===== config.mk =====
export PLATFORM = sky130hd
export DESIGN_NAME = aws_ctrl
export DESIGN_NICKNAME = d
export VERILOG_FILES = /design/src/aws_pkg.sv /design/src/aws_period_gen.sv /design/src/aws_ctrl.sv
export SDC_FILE = /design/constraint.sdc
export NUM_CORES = 1
export LEC_CHECK = 0
export BUFFER_PORTS_ARGS = -buffer_cell sky130_fd_sc_hd__buf_2
export CAP_MARGIN = 20
export CORE_AREA = 2 2 139 141
export DETAILED_ROUTE_END_ITERATION = 7
export DIE_AREA = 0 0 141 143
export GPL_ROUTABILITY_DRIVEN = 0
export PLACE_DENSITY = 0.63
export SYNTH_ARGS = -nofsm -noshare
export SYNTH_HDL_FRONTEND = slang
export SYNTH_SLANG_ARGS = --single-unit

===== constraint.sdc =====
create_clock -name clk -period 5.7 [get_ports clk]
set_clock_uncertainty 0.2 [all_clocks]
set_input_delay 0.855 -clock clk [delete_from_list [all_inputs] [get_ports clk]]
set_output_delay 0.855 -clock clk [all_outputs]
set_load 0.02 [all_outputs]

===== src/aws_pkg.sv =====
// Package: register map, field layout and timing constants of the auto wake/sleep controller
package aws_pkg;
    // ------------------------------------------------------------------
    // Register offsets (byte addresses on the bus are index times four)
    // ------------------------------------------------------------------
    localparam logic [7:0] AWS_IDX_LIMIT_LOW  = 8'h1E;
    localparam logic [7:0] AWS_IDX_LIMIT_HIGH = 8'h1F;
    localparam logic [7:0] AWS_IDX_CONFIG     = 8'h30;
    localparam logic [7:0] AWS_IDX_STATUS     = 8'h31;
    localparam int         AWS_ADDR_W         = 10;
    localparam logic [7:0] AWS_LIMIT_RESET    = 8'h00;
    localparam logic [3:0] AWS_HIGH_MASK      = 4'hF;

    // ------------------------------------------------------------------
    // Config register field layout
    // ------------------------------------------------------------------
    localparam int AWS_CFG_ACT_PM_LSB   = 0;   // active_power_select [1:0]
    localparam int AWS_CFG_LOW_PM_LSB   = 2;   // lowrate_power_select [1:0]
    localparam int AWS_CFG_ACT_ODR_LSB  = 4;   // active_rate_select [3:0]
    localparam int AWS_CFG_LOW_ODR_LSB  = 8;   // lowrate_rate_select [3:0]
    localparam int AWS_CFG_ACT_DEC_LSB  = 12;  // active_decimation [3:0]
    localparam int AWS_CFG_LOW_DEC_LSB  = 16;  // lowrate_decimation [3:0]
    localparam int AWS_CFG_EN_LSB       = 20;  // detection enables [3:0]
    localparam int AWS_CFG_KEEP_BIT     = 24;  // buffer_read_keeps_awake
    localparam logic [31:0] AWS_CFG_RESET = 32'h0000_0000;
    localparam logic [31:0] AWS_CFG_MASK  = 32'h01FF_FFFF;

    // Status register: bit0 lowrate mode, bits 27:16 counter
    localparam int AWS_STS_CNT_LSB = 16;

    // ------------------------------------------------------------------
    // Timing: idle unit and sample periods
    // ------------------------------------------------------------------
    localparam real AWS_CLK_MHZ      = 200.0;
    localparam real AWS_IDLE_UNIT_US = 312.5;
    localparam int  AWS_IDLE_UNIT_CYC = int'(AWS_IDLE_UNIT_US * AWS_CLK_MHZ);
    localparam real AWS_BASE_PERIOD_US = 312.5;  // 3200 Hz period, code 0
    localparam int  AWS_BASE_CYC = int'(AWS_BASE_PERIOD_US * AWS_CLK_MHZ);
    localparam int  AWS_DEC_UNIT_CYC = AWS_BASE_CYC;   // measure time per decimation step

    // Power mode encodings; 2'b1x is flexible
    localparam logic [1:0] AWS_PM_LOW_POWER = 2'h0;
    localparam logic [1:0] AWS_PM_HIGH_PERF = 2'h1;

    typedef enum logic {AWS_ACTIVE, AWS_LOWRATE} aws_mode_e;

    // Event flags from the sources
    typedef struct packed {
        logic data_ready_flag;
        logic overflow_flag;
        logic buffer_event_flag;
        logic change_outside_flag;
        logic change_within_flag;
        logic orientation_flag;
        logic auto_sleep_flag;
        logic boot_done_flag;
    } aws_events_s;

    // Settings applied to the sampling engine
    typedef struct packed {
        logic [1:0]  power_select;
        logic [3:0]  rate_select;
        logic [3:0]  decimation;
        logic [11:0] idle_time;
    } aws_setting_s;
endpackage


===== src/aws_period_gen.sv =====
// Period tick generator: one pulse per active-mode sample period
`timescale 1ns/1ps
`default_nettype none
module aws_period_gen #(
    parameter int CNT_W = 32
) (
    input  wire logic                clk,
    input  wire logic                rst_n,
    input  wire logic                run,
    input  wire logic [CNT_W-1:0]    period_cyc,
    output logic                     tick
);
    import aws_pkg::*;

    // Elaboration check: a narrower counter cannot span a slow sample period
    if (CNT_W < 24) begin : g_width_check
        $error("aws_period_gen: CNT_W too small");
    end

    logic [CNT_W-1:0] cnt_reg;
    logic [CNT_W-1:0] cnt_next;
    logic             tick_reg;
    logic             tick_next;

    // Count up; reload zero on terminal, hold cleared while not running
    always_comb begin
        cnt_next  = cnt_reg;
        tick_next = 1'b0;
        if (!run) begin
            cnt_next = '0;
        end else if (cnt_reg + 1'b1 >= period_cyc) begin
            cnt_next  = '0;
            tick_next = 1'b1;
        end else begin
            cnt_next = cnt_reg + 1'b1;
        end
    end

    always_ff @(posedge clk or negedge rst_n) begin
        if (!rst_n) begin
            cnt_reg  <= '0;
            tick_reg <= 1'b0;
        end else begin
            cnt_reg  <= cnt_next;
            tick_reg <= tick_next;
        end
    end

    assign tick = tick_reg;
endmodule
`default_nettype wire


===== src/aws_ctrl.sv =====
// Auto wake/sleep controller top with Avalon-MM register slave
//
// Added by the designer: the Avalon-MM register port.
`timescale 1ns/1ps
`default_nettype none
module aws_ctrl (
    input  wire logic                       clk,
    input  wire logic                       rst_n,
    input  wire logic [9:0]                 avs_address,
    input  wire logic                       avs_read,
    input  wire logic                       avs_write,
    input  wire logic [31:0]                avs_writedata,
    input  wire logic [3:0]                 avs_byteenable,
    output logic [31:0]                     avs_readdata,
    output logic                            avs_waitrequest,
    output logic [1:0]                      avs_response,
    input  wire aws_pkg::aws_events_s       events,
    input  wire logic                       buffer_flag_cleared,
    output aws_pkg::aws_setting_s           setting,
    output logic                            lowrate_mode,
    output logic                            mode_changed
);
    import aws_pkg::*;

    localparam int PW = 32;

    // ------------------------------------------------------------------
    // Register storage
    // ------------------------------------------------------------------
    logic [7:0]  lim_low_reg,  lim_low_next;
    logic [3:0]  lim_high_reg, lim_high_next;
    logic [31:0] cfg_reg,      cfg_next;
    logic [31:0] rdata_reg,    rdata_next;
    logic        ack_reg,      ack_next;
    logic [1:0]  resp_reg,     resp_next;

    // ------------------------------------------------------------------
    // Mode and counter state
    // ------------------------------------------------------------------
    aws_mode_e     mode_reg,    mode_next;
    logic [11:0]   count_reg,   count_next;
    logic          chg_reg,     chg_next;
    aws_setting_s  set_reg,     set_next;

    logic [11:0]   limit;
    logic [3:0]    det_en;
    logic          keep_awake;
    logic          tick;
    logic [PW-1:0] period_cyc;
    logic          activity;
    logic          wake_evt;
    logic [7:0]    idx;
    logic          sel_hit;

    assign limit      = {lim_high_reg, lim_low_reg};
    assign det_en     = cfg_reg[AWS_CFG_EN_LSB +: 4];
    assign keep_awake = cfg_reg[AWS_CFG_KEEP_BIT];
    assign idx        = avs_address[9:2];

    // ------------------------------------------------------------------
    // Event qualification
    // ------------------------------------------------------------------
    // det_en: 0 buffer, 1 change outside, 2 change within, 3 orientation.
    // Data-ready, overflow, auto-sleep and boot never take part.       
    always_comb begin
        wake_evt = (det_en[1] & events.change_outside_flag)
                 | (det_en[2] & events.change_within_flag)
                 | (det_en[3] & events.orientation_flag);
        // Buffer only restarts, and only via the host clear when kept awake
        activity = wake_evt
                 | (det_en[0] & keep_awake & buffer_flag_cleared);
    end

    // ------------------------------------------------------------------
    // Period of one inactivity count in clock cycles
    // ------------------------------------------------------------------
    // Flexible: measure time from decimation plus idle units of 312.5 us
    always_comb begin
        if (cfg_reg[AWS_CFG_ACT_PM_LSB + 1]) begin
            period_cyc = PW'(AWS_DEC_UNIT_CYC)
                           * PW'(cfg_reg[AWS_CFG_ACT_DEC_LSB +: 4] + 5'h01)
                       + PW'(AWS_IDLE_UNIT_CYC) * PW'(set_reg.idle_time);
        end else begin
            period_cyc = PW'(AWS_BASE_CYC) << cfg_reg[AWS_CFG_ACT_ODR_LSB +: 4];
        end
    end

    aws_period_gen #(
        .CNT_W      (PW)
    ) u_period (
        .clk        (clk),
        .rst_n      (rst_n),
        .run        (mode_reg == AWS_ACTIVE),
        .period_cyc (period_cyc),
        .tick       (tick)
    );

    // ------------------------------------------------------------------
    // Mode machine and inactivity counter
    // ------------------------------------------------------------------
    // Idle times have no register in this block; set_next ties idle_time
    // to zero, so flexible period is decimation-only unless extended later.
    always_comb begin
        mode_next  = mode_reg;
        count_next = count_reg;
        chg_next   = 1'b0;
        unique case (mode_reg)
            AWS_ACTIVE: begin
                if (limit == 12'h000 || activity) begin
                    count_next = 12'h000;
                end else if (tick) begin
                    if (count_reg + 12'h001 >= limit) begin
                        mode_next  = AWS_LOWRATE;
                        count_next = 12'h000;
                        chg_next   = 1'b1;
                    end else begin
                        count_next = count_reg + 12'h001;
                    end
                end
            end
            AWS_LOWRATE: begin
                count_next = 12'h000;
                if (wake_evt || limit == 12'h000) begin
                    mode_next = AWS_ACTIVE;
                    chg_next  = 1'b1;
                end
            end
        endcase
    end

    // Applied settings follow the mode being entered
    always_comb begin
        set_next = set_reg;
        if (mode_next == AWS_ACTIVE) begin
            set_next.power_select = cfg_reg[AWS_CFG_ACT_PM_LSB +: 2];
            set_next.rate_select  = cfg_reg[AWS_CFG_ACT_ODR_LSB +: 4];
            set_next.decimation   = cfg_reg[AWS_CFG_ACT_DEC_LSB +: 4];
        end else begin
            set_next.power_select = cfg_reg[AWS_CFG_LOW_PM_LSB +: 2];
            set_next.rate_select  = cfg_reg[AWS_CFG_LOW_ODR_LSB +: 4];
            set_next.decimation   = cfg_reg[AWS_CFG_LOW_DEC_LSB +: 4];
        end
        set_next.idle_time = 12'h000;
    end

    always_ff @(posedge clk or negedge rst_n) begin
        if (!rst_n) begin
            mode_reg  <= AWS_ACTIVE;
            count_reg <= 12'h000;
            chg_reg   <= 1'b0;
            set_reg   <= '0;
        end else begin
            mode_reg  <= mode_next;
            count_reg <= count_next;
            chg_reg   <= chg_next;
            set_reg   <= set_next;
        end
    end

    // ------------------------------------------------------------------
    // Avalon-MM slave: one wait cycle, answer on the second edge
    // ------------------------------------------------------------------
    // A fixed single wait state keeps the read mux off the critical path.
    always_comb begin
        lim_low_next  = lim_low_reg;
        lim_high_next = lim_high_reg;
        cfg_next      = cfg_reg;
        rdata_next    = rdata_reg;
        resp_next     = resp_reg;
        ack_next      = 1'b0;
        sel_hit       = 1'b1;
        if (avs_read || avs_write) begin
            ack_next   = !ack_reg;                  // Second cycle is the answer
            rdata_next = 32'h0000_0000;
            unique case (idx)
                AWS_IDX_LIMIT_LOW: begin
                    rdata_next[7:0] = lim_low_reg;
                    if (avs_write && ack_reg && avs_byteenable[0]) begin
                        lim_low_next = avs_writedata[7:0];
                    end
                end
                AWS_IDX_LIMIT_HIGH: begin
                    rdata_next[3:0] = lim_high_reg;
                    if (avs_write && ack_reg && avs_byteenable[0]) begin
                        lim_high_next = avs_writedata[3:0] & AWS_HIGH_MASK;
                    end
                end
                AWS_IDX_CONFIG: begin
                    rdata_next = cfg_reg;
                    for (int b = 0; b < 4; b++) begin
                        if (avs_write && ack_reg && avs_byteenable[b]) begin
                            cfg_next[8*b +: 8] = avs_writedata[8*b +: 8]
                                               & AWS_CFG_MASK[8*b +: 8];
                        end
                    end
                end
                AWS_IDX_STATUS: begin
                    rdata_next[0] = (mode_reg == AWS_LOWRATE);
                    rdata_next[AWS_STS_CNT_LSB +: 12] = count_reg;
                end
                default: begin
                    sel_hit = 1'b0;
                end
            endcase
            // Writes land in the answer cycle, where the master sees waitrequest low;
            // readback and response chosen in the first cycle stand through it
            if (ack_reg) begin
                rdata_next = rdata_reg;
            end
            resp_next = ack_reg ? resp_reg : (sel_hit ? 2'b00 : 2'b11); // Unmapped: error
        end
    end

    always_ff @(posedge clk or negedge rst_n) begin
        if (!rst_n) begin
            lim_low_reg  <= AWS_LIMIT_RESET;
            lim_high_reg <= 4'h0;
            cfg_reg      <= AWS_CFG_RESET;
            rdata_reg    <= 32'h0000_0000;
            ack_reg      <= 1'b0;
            resp_reg     <= 2'b00;
        end else begin
            lim_low_reg  <= lim_low_next;
            lim_high_reg <= lim_high_next;
            cfg_reg      <= cfg_next;
            rdata_reg    <= rdata_next;
            ack_reg      <= ack_next;
            resp_reg     <= resp_next;
        end
    end

    // ------------------------------------------------------------------
    // Outputs, all from flip-flops (waitrequest is the inverse of ack)
    // ------------------------------------------------------------------
    logic wait_reg, wait_next;
    assign wait_next = !((avs_read || avs_write) && !ack_reg);
    always_ff @(posedge clk or negedge rst_n) begin
        if (!rst_n) begin
            wait_reg <= 1'b1;
        end else begin
            wait_reg <= wait_next;
        end
    end

    assign avs_waitrequest = wait_reg;
    assign avs_readdata    = rdata_reg;
    assign avs_response    = resp_reg;
    assign setting         = set_reg;
    assign lowrate_mode    = (mode_reg == AWS_LOWRATE);
    assign mode_changed    = chg_reg;
endmodule
`default_nettype wire


# After elaboration in Yosys (flattened, before gate mapping)
# Index checks and enable logic that the tools add are counted.
# totals
wordCells	86
reg_bits	126
# op_classes
n_eq_ne	5
n_reduce_logical	20
mul	1
bitwise	10
magnitude_cmp	2
shift	1
add_sub_neg	3
muxes	26
# op_table
cell	count
32-bit two-way mux	3
12-bit one-hot mux with 2 select lines	2
12-bit two-way mux	3
32-bit by 1-bit adder with 32-bit output, second input constant	1
32-bit greater-or-equal comparator	1
16-bit by 4-bit left shift with 32-bit output, first input constant	1
14-bit by 5-bit multiplier with 19-bit output, first input constant	1
3-bit AND reduction	6
8-bit by 5-bit == test with 1-bit output, second input constant	2
8-bit by 6-bit == test with 1-bit output, second input constant	2
12-bit by 1-bit adder with 12-bit output, second input constant	1
12-bit greater-or-equal comparator	1
12-bit zero test	1
1-bit two-way mux	10
10-bit two-way mux	1
3-bit one-hot mux with 3 select lines	1
8-bit two-way mux	1
4-bit one-hot mux with 2 select lines	1
1-bit logical AND	6
4-bit by 1-bit adder with 5-bit output, second input constant	1
1-bit AND	5
1-bit one-hot mux with 2 select lines	2
1-bit one-hot mux with 4 select lines	1
4-bit OR reduction	1
7 further kinds	13

# Longest topological paths before layout
# Gate-level depths: netlist of the first run.
# logic_depth
depth_word	8
depth_mapped	23
depth_no_buf	22

# By module
# From an unflattened synthesis of the first run, not the netlist that was laid out.
# unflattened
cells_unflattened	889
area_unflattened_um2	8449.4
# by_module_without_submodules
mod	area_per_inst_um2	cells_each	n_inst
aws_ctrl	5984.5	621	1
aws_period_gen	2464.9	268	1

# Worst setup path before layout of the first run
# Ideal clock, no wire load.
# synth_path
kind	flip-flop to flip-flop
from	register cfg_reg[14]
to	register u_period.cnt_reg[13]
synth_period_minus_slack_ps	5439
arrival_time_ps	5170
path_buffers	3
setup_time_ps	69
setup_slack_ps	261
path_stages_with_launch	24
path_cell_list	dfrtp_1 > buf_2 > and3_1 > clkbuf_1 > xor2_1 > ha_1 > inv_1 > fa_1 > fa_1 > inv_1 > ha_1 > a21oi_1 > o21ai_0 > a221oi_1 > xnor2_1 > a21oi_1 > ha_1 > a21oi_1 > o21ai_0 > a21oi_1 > o2bb2ai_1 > or4_4 > buf_6 > nor2b_2
# synth_via
elab_chain_len	6
# synth_lines
element	line_no	rtl
start, declared	aws_ctrl.sv:32	logic [31:0] cfg_reg, cfg_next;
start signal, assigned	aws_ctrl.sv:225	cfg_reg <= cfg_next;
4-bit by 1-bit adder with 5-bit output	aws_ctrl.sv:81	* PW'(cfg_reg[AWS_CFG_ACT_DEC_LSB +: 4] + 5'h01)
14-bit by 5-bit multiplier with 19-bit output	aws_ctrl.sv:81	
32-bit two-way mux	aws_ctrl.sv:79	if (cfg_reg[AWS_CFG_ACT_PM_LSB + 1]) begin
32-bit greater-or-equal comparator	aws_period_gen.sv:31	end else if (cnt_reg + 1'b1 >= period_cyc) begin
32-bit two-way mux	aws_period_gen.sv:31	
32-bit two-way mux	aws_period_gen.sv:29	if (!run) begin
via u_period.cnt_next[13]	aws_period_gen.sv:21	logic [CNT_W-1:0] cnt_next;
end signal, assigned	aws_period_gen.sv:44	cnt_reg <= cnt_next;
end, declared	aws_period_gen.sv:20	logic [CNT_W-1:0] cnt_reg;
# The timed path passes the listed nets, and every way through them passes these cells.
# A chain may end at the register's enable or synchronous reset.

# Final worst setup path of the first run
# layout_path
from	register cfg_reg[13]
to	register u_period.cnt_reg[30]
# Same word-level chain as after synthesis.

==> run_results.csv, run 1 <==
group,metric,value,unit
worst_setup_path,critPathMaxStageDelay,540,ps
drt,drc,0,
timing,period_needed,5419,ps
die,row_count,50,
finish,final_layout_size_suffix_gt1_share,24.38,%
clock_tree,clkLatencyLatePin,420,ps
synth,yosysMostFrequentCell,"dfrtp_1",
synth,yosysTopAreaCellShare,37.78,%
worst_setup_path,cp.arrival,5560,ps
global_routing,antenna_found_initial,1,
worst_setup_path,cp_max_fo,8,
timing,rsz0062_at_grt,"no",
synth,ys.flop_type,"dfrtp_1",
synth,syn-cell-area,0.008214,mm^2
job,maxCapViolCount,0,
power_and_ir_drop,vdd_ir_drop_max,0.1618,mV
worst_setup_path,critical_path_class,"reg2reg",
synth,ys_warn_count,0,
worst_setup_path,r2r-start,"cfg_reg[13]",
worst_setup_path,cp-end-kind,"register",
global_routing,grt_pass1_vias,5889,
drt,wl_per_cell,16.81,um
synth,synth_edf_count,0,
worst_setup_path,required,5850,ps
drt,wl,20070,um
drt,drtPass1Iterations,5,
placed_design,port_buffers,87,
drt,drt-initial-drc-count,392,
timing,max_freq,0.1845,GHz
clock_tree,numCtsBuffers,17,
clock_tree,cts_buffer_depth,2,
timing,slew_viol_final,0,
timing,fin_crit_sh,95.07,%
synth,synth_common_cells,"dfrtp_1 (124), nand2_1 (102), ha_1 (74)",
synth,syn_avg_cell_area,9.675,um^2
die,die_y,143,um
drt,ant_nets,0,
global_routing,grt_use_total,20.18,%
timing,setup_viol,0,
placed_design,placed_cell_area,0.008897,mm^2
outcome,outcome,"completed",
synth,seq_area_frac_synth,38.10,%
clock_tree,cts_tree,"yes",
synth,ys_seq_elements,125,
drt,avgViaCountPerCell,5.348,
die,core-area,0.01858,mm^2
die,start_util,44.21,%
clock_tree,cts-htree-levels,4,
clock_tree,cts.root.buffer_cell,"clkbuf_16",
finish,n_antenna_cell,0,
synth,synth_cells,849,
hold_path,hp-class,"reg2reg",
clock_tree,hold_buffers,0,
clock_tree,clock_sinks,125,
synth,synth-async-reset-ratio,100.0,%
worst_setup_path,crit_chain,"ha_4, xor2_1, buf_4, inv_1, fa_1, fa_1, inv_1, ha_1, ha_1, nand2_1, o21ai_1, a221oi_2, xnor2_1, a21oi_1, ha_1, a21oi_2, o21ai_2, a21oi_2, o2bb2ai_1, or4_4, clkbuf_16, nor2b_1",
clock_tree,clk_pin_slew_worst_paths,60,ps
synth,synth_area_leaders,"dfrtp_1 (38%), ha_1 (11%), mux2_2 (5.6%)",
hold_path,min-delay-start,"avs_readdata[11]",
power_and_ir_drop,power.leakage,4.921,nW
worst_setup_path,cp-start-kind,"register",
timing,hold_viol_final,0,
synth,yosysTopAreaCell,"dfrtp_1",
finish,layout.area.seq,0.003131,mm^2
global_routing,grt_pass1_wl,31640,um
power_and_ir_drop,total_power,2.385,mW
timing,fin_hold_ws,263.1,ps
power_and_ir_drop,power_density,246.4,mW/mm^2
worst_setup_path,crit_path_start,"cfg_reg[13]",
timing,max_slew_margin,39.13,%
finish,final_area,0.009679,mm^2
finish,nFillCells,1709,
placed_design,dp_hpwl,14860,um
finish,fin_nets,1086,
finish,multi_input_area,0.004760,mm^2
finish,largest_register_ff_count,32,
worst_setup_path,critical_path.top_delay_family,"adder cells",
die,dieArea,0.02016,mm^2
timing,fin_setup_tns,0,ps
synth,synth_cell_types,68,
worst_setup_path,path_buf_inv,4,
drt,num_vias,6386,
global_routing,overflow,0,
worst_setup_path,slowest_stage,"fa_1",
finish,area_growth,17.84,%
die,pin_count,118,
finish,utilization,52.09,%
worst_setup_path,crit_top_cell,"ha_1",
global_routing,grt_max_degree,71,
timing,worstMarginPinSlew,913.1,ps
die,die_w,141,um
## kinds of logic (layout without fill, tap and decap cells)
logic type,after synthesis,in the layout,share of synthesized area (%)
adders and majority gates,81,81,12.86
xor gates and xnor gates,56,56,6.139
DFF,125,125,38.10
and+or+nand+nor,295,295,18.83
muxes,56,56,7.449
other,1,17,0.04565
AOI/OAI and AO/OA,136,136,10.98
buffers and inverters,99,194,5.605
## cells in the final DEF, fill, tap and decap left out, types with 6 or more instances in the layout
master       n
dfrtp_1    123
nand2_1    102
buf_2       86
ha_1        72
nor2_1      52
inv_1       45
mux2_2      41
xnor2_1     35
nand3_1     32
a21oi_1     30
o21ai_0     30
buf_4       24
xor2_1      20
nor2b_2     19
clkbuf_16   18
conb_1      17
nor2b_1     16
mux2i_1     15
and3_1      12
o31ai_1     11
and2_1       8
nand4_1      8
a211oi_1     8
a221oi_1     8
nor3_1       7
and4_1       7
a32o_1       7
a31oi_1      6
fa_1         6
inv_6        6
## per-layer routing
layer / global-route usage, % / vias to the layer above / wire length [um]
li1: - / 3149 / -
met1: 28.46 / 3094 / 9537
met2: 31.99 / 128 / 9564
met3: 4.259 / 13 / 796
met4: 4.737 / 2 / 165
met5: 0 / - / 7
## final cells by class
type,count,share of cell area [%]
clock buffers,18,4.434
repair buffers,115,7.084
multi-input cells,641,49.17
well taps,234,3.025
clock inverters,14,2.120
inverters,47,1.823
flip-flops and latches,125,32.34
## tightest hold or removal path, stage by stage (launching register included)
cell     delay (ps)
dfrtp_1         340
nand2_1          50
nand2_1          50
## repair_timing
item,CTS,global route
pin swaps,1,13
gates cloned,0,1
gates resized for setup,0,20
setup endpoints to repair,3,31
buffers inserted,0,5
## final timing paths
path / slack, ps / cells past startpoint / endpoint
setup reg to reg: 280 / 22 / u_period.cnt_reg[30]
max in group asynchronous: 3670 / 2 / avs_readdata[3]
hold reg to reg: 260 / 2 / avs_readdata[11]
min in group asynchronous: 380 / 1 / u_period.cnt_reg[31]
hold / removal: 260 / 2 / avs_readdata[11]
setup / recovery: 280 / 22 / u_period.cnt_reg[30]
## where the power goes
part | internal, mW | total, mW | switching [mW]
registers | 0.921 | 0.963 | 0.0417
clock network | 0.741 | 1.17 | 0.429
logic | 0.0959 | 0.252 | 0.156
## metrics by stage
step / cells / setup WS, ps
after global placement: 1155 / 94.15
after global routing: 1194 / 3.911
after floorplan: 865 / 261.0
after detailed placement: 1155 / 37.06
after CTS: 1187 / 6.483
final: 1194 / 281.0
Power figures use the tool's default switching activity.
==> run 2, diff against run 1 <==
--- a/config.mk
+++ b/config.mk
@@ -13,3 +13,4 @@
 export GPL_ROUTABILITY_DRIVEN = 0
-export PLACE_DENSITY = 0.63
+export MAX_ROUTING_LAYER = met4
+export PLACE_DENSITY = 0.67
 export SYNTH_ARGS = -nofsm -noshare
--- a/constraint.sdc
+++ b/constraint.sdc
@@ -4,2 +4,2 @@
 set_output_delay 0.855 -clock clk [all_outputs]
-set_load 0.02 [all_outputs]
+set_load 0.01 [all_outputs]
==> run_results.csv, run 2 (same netlist as run 1, synthesis figures left out) <==
group,metric,value,unit
clock_tree,clock_sinks,125,
clock_tree,cts_buffer_depth,2,
job,maxCapViolCount,0,
drt,avgViaCountPerCell,5.418,
finish,nFillCells,1662,
timing,setup_viol,0,
placed_design,placed_cell_area,0.008917,mm^2
finish,layout.area.seq,0.003133,mm^2
power_and_ir_drop,power.leakage,4.937,nW
global_routing,grt_pass1_vias,6096,
die,start_util,44.21,%
drt,drc,0,
die,row_count,50,
finish,area_growth,18.74,%
timing,period_needed,5416,ps
die,die_w,141,um
drt,drtPass1Iterations,5,
worst_setup_path,required,5860,ps
placed_design,dp_hpwl,14900,um
finish,multi_input_area,0.004787,mm^2
timing,slew_viol_final,0,
worst_setup_path,cp.arrival,5580,ps
worst_setup_path,cp-end-kind,"register",
global_routing,grt_max_degree,64,
drt,drt-initial-drc-count,423,
hold_path,hp-class,"reg2reg",
hold_path,min-delay-start,"avs_readdata[9]",
timing,hold_viol_final,0,
placed_design,port_buffers,87,
finish,final_cell_mix,"dfrtp_1 (121), nand2_1 (102), buf_2 (86), ha_1 (72), nor2_1 (52)",
finish,largest_register_ff_count,32,
finish,utilization,52.49,%
finish,final_area,0.009753,mm^2
die,pin_count,118,
timing,max_freq,0.1846,GHz
global_routing,grt_pass1_wl,32080,um
clock_tree,clkLatencyLatePin,430,ps
finish,instances_no_fill,1200,
timing,max_slew_margin,38.05,%
die,die_y,143,um
die,core-area,0.01858,mm^2
worst_setup_path,cp_max_fo,8,
clock_tree,hold_buffers,0,
clock_tree,cts.root.buffer_cell,"clkbuf_16",
clock_tree,cts-htree-levels,4,
worst_setup_path,r2r_setup_slack,280,ps
worst_setup_path,reg2reg_to,"u_period.cnt_reg[8]",
power_and_ir_drop,vdd_ir_drop_max,0.1860,mV
drt,num_vias,6501,
global_routing,antenna_found_initial,2,
clock_tree,numCtsBuffers,17,
finish,final_layout_size_suffix_gt1_share,25.34,%
hold_path,hold_path_depth,2,
global_routing,overflow,0,
worst_setup_path,r2r-start,"cfg_reg[13]",
drt,wl,20250,um
power_and_ir_drop,total_power,2.376,mW
hold_path,hold_end,"avs_readdata[9]",
worst_setup_path,r2r_cells,22,
finish,layout_commonest_cell,"dfrtp_1",
drt,ant_nets,0,
timing,fin_crit_sh,95.02,%
worst_setup_path,cp-start-kind,"register",
global_routing,grt_use_total,20.95,%
placed_design,placedCellCount,1156,
timing,worstMarginPinSlew,929.3,ps
die,dieArea,0.02016,mm^2
power_and_ir_drop,power_density,243.6,mW/mm^2
drt,wl_per_cell,16.88,um
worst_setup_path,crit_path_start,"cfg_reg[13]",
finish,fin_nets,1089,
outcome,outcome,"completed",
clock_tree,cts_tree,"yes",
clock_tree,clk_pin_slew_worst_paths,60,ps
worst_setup_path,critical_path_class,"reg2reg",
[run 2: cell types whose count changed in the layout (fill, tap and decap cells not counted), sizes merged]
cell,delta
diode,+3
clkinv,+2
inv,-1
buf,+4
clkinvlp,-1
clkbuf,-1
[run 2: worst max path at each step]
stage,endpoint,slack (ps)
floorplan,u_period.cnt_reg[13],260
detailed placement,u_period.cnt_reg[28],-140
CTS,u_period.cnt_reg[25],9
global route,u_period.cnt_reg[10],-50
global placement,u_period.cnt_reg[25],-20
finish,u_period.cnt_reg[8],280
[run 2: stage by stage]
step	setup slack (ps)	hold slack (ps)	setup TNS, ps
5_1_grt	-50.15	299.8	-754.1
2_1_floorplan	261.0	278.1	0
3_3_place_gp	-20.73	252.3	-158.1
6_report	283.8	261.2	0
4_1_cts	8.638	270.3	0
3_5_place_dp	-142.2	255.9	-3612
[run 2: where the power goes]
part           total (mW)  internal, mW  switching, mW  leakage (nW)
Sequential          0.964         0.921         0.0426          1.67
Combinational       0.232        0.0962          0.136          2.96
Clock                1.18         0.741          0.439         0.307
[run 2: layout make-up]
cell class	instances	share of cell area [%]
multi-input cells	641	49.08
clock buffers	18	4.400
inverters	47	1.809
clock inverters	14	2.117
repair buffers	118	7.389
diodes	3	0.07697
flip-flops and latches	125	32.12
well taps	234	3.002
[run 2: layer usage]
layer	GRT usage (%)	share of wire, %	vias to the layer above
li1	-	-	3157
met1	28.69	47	3172
met2	31.94	47	151
met3	3.991	4.5	21
met4	5.947	1.3	0
met5	-	0	-
[run 2: repair_timing]
item,CTS,global route
gates resized for setup,3,24
setup endpoints to repair,30,32
pin swaps,0,14
gates cloned,0,1
buffers inserted,1,6
[run 2: worst max-delay path, cell delays in order, from the launching register on]
cell       delay [ps]
dfrtp_2           450
ha_4              200
xor2_4            200
ha_1              300
inv_1              70
fa_1              440
fa_1              550
inv_1              40
ha_1              310
buf_4             150
nand4_1           140
nor3_2             70
a221oi_2          240
xnor2_1           180
a21oi_1           110
ha_1              360
a21oi_1           150
o21ai_0           100
a21oi_1           140
o2bb2ai_1          90
or4_4             520
clkbuf_16         210
nor2b_2           100
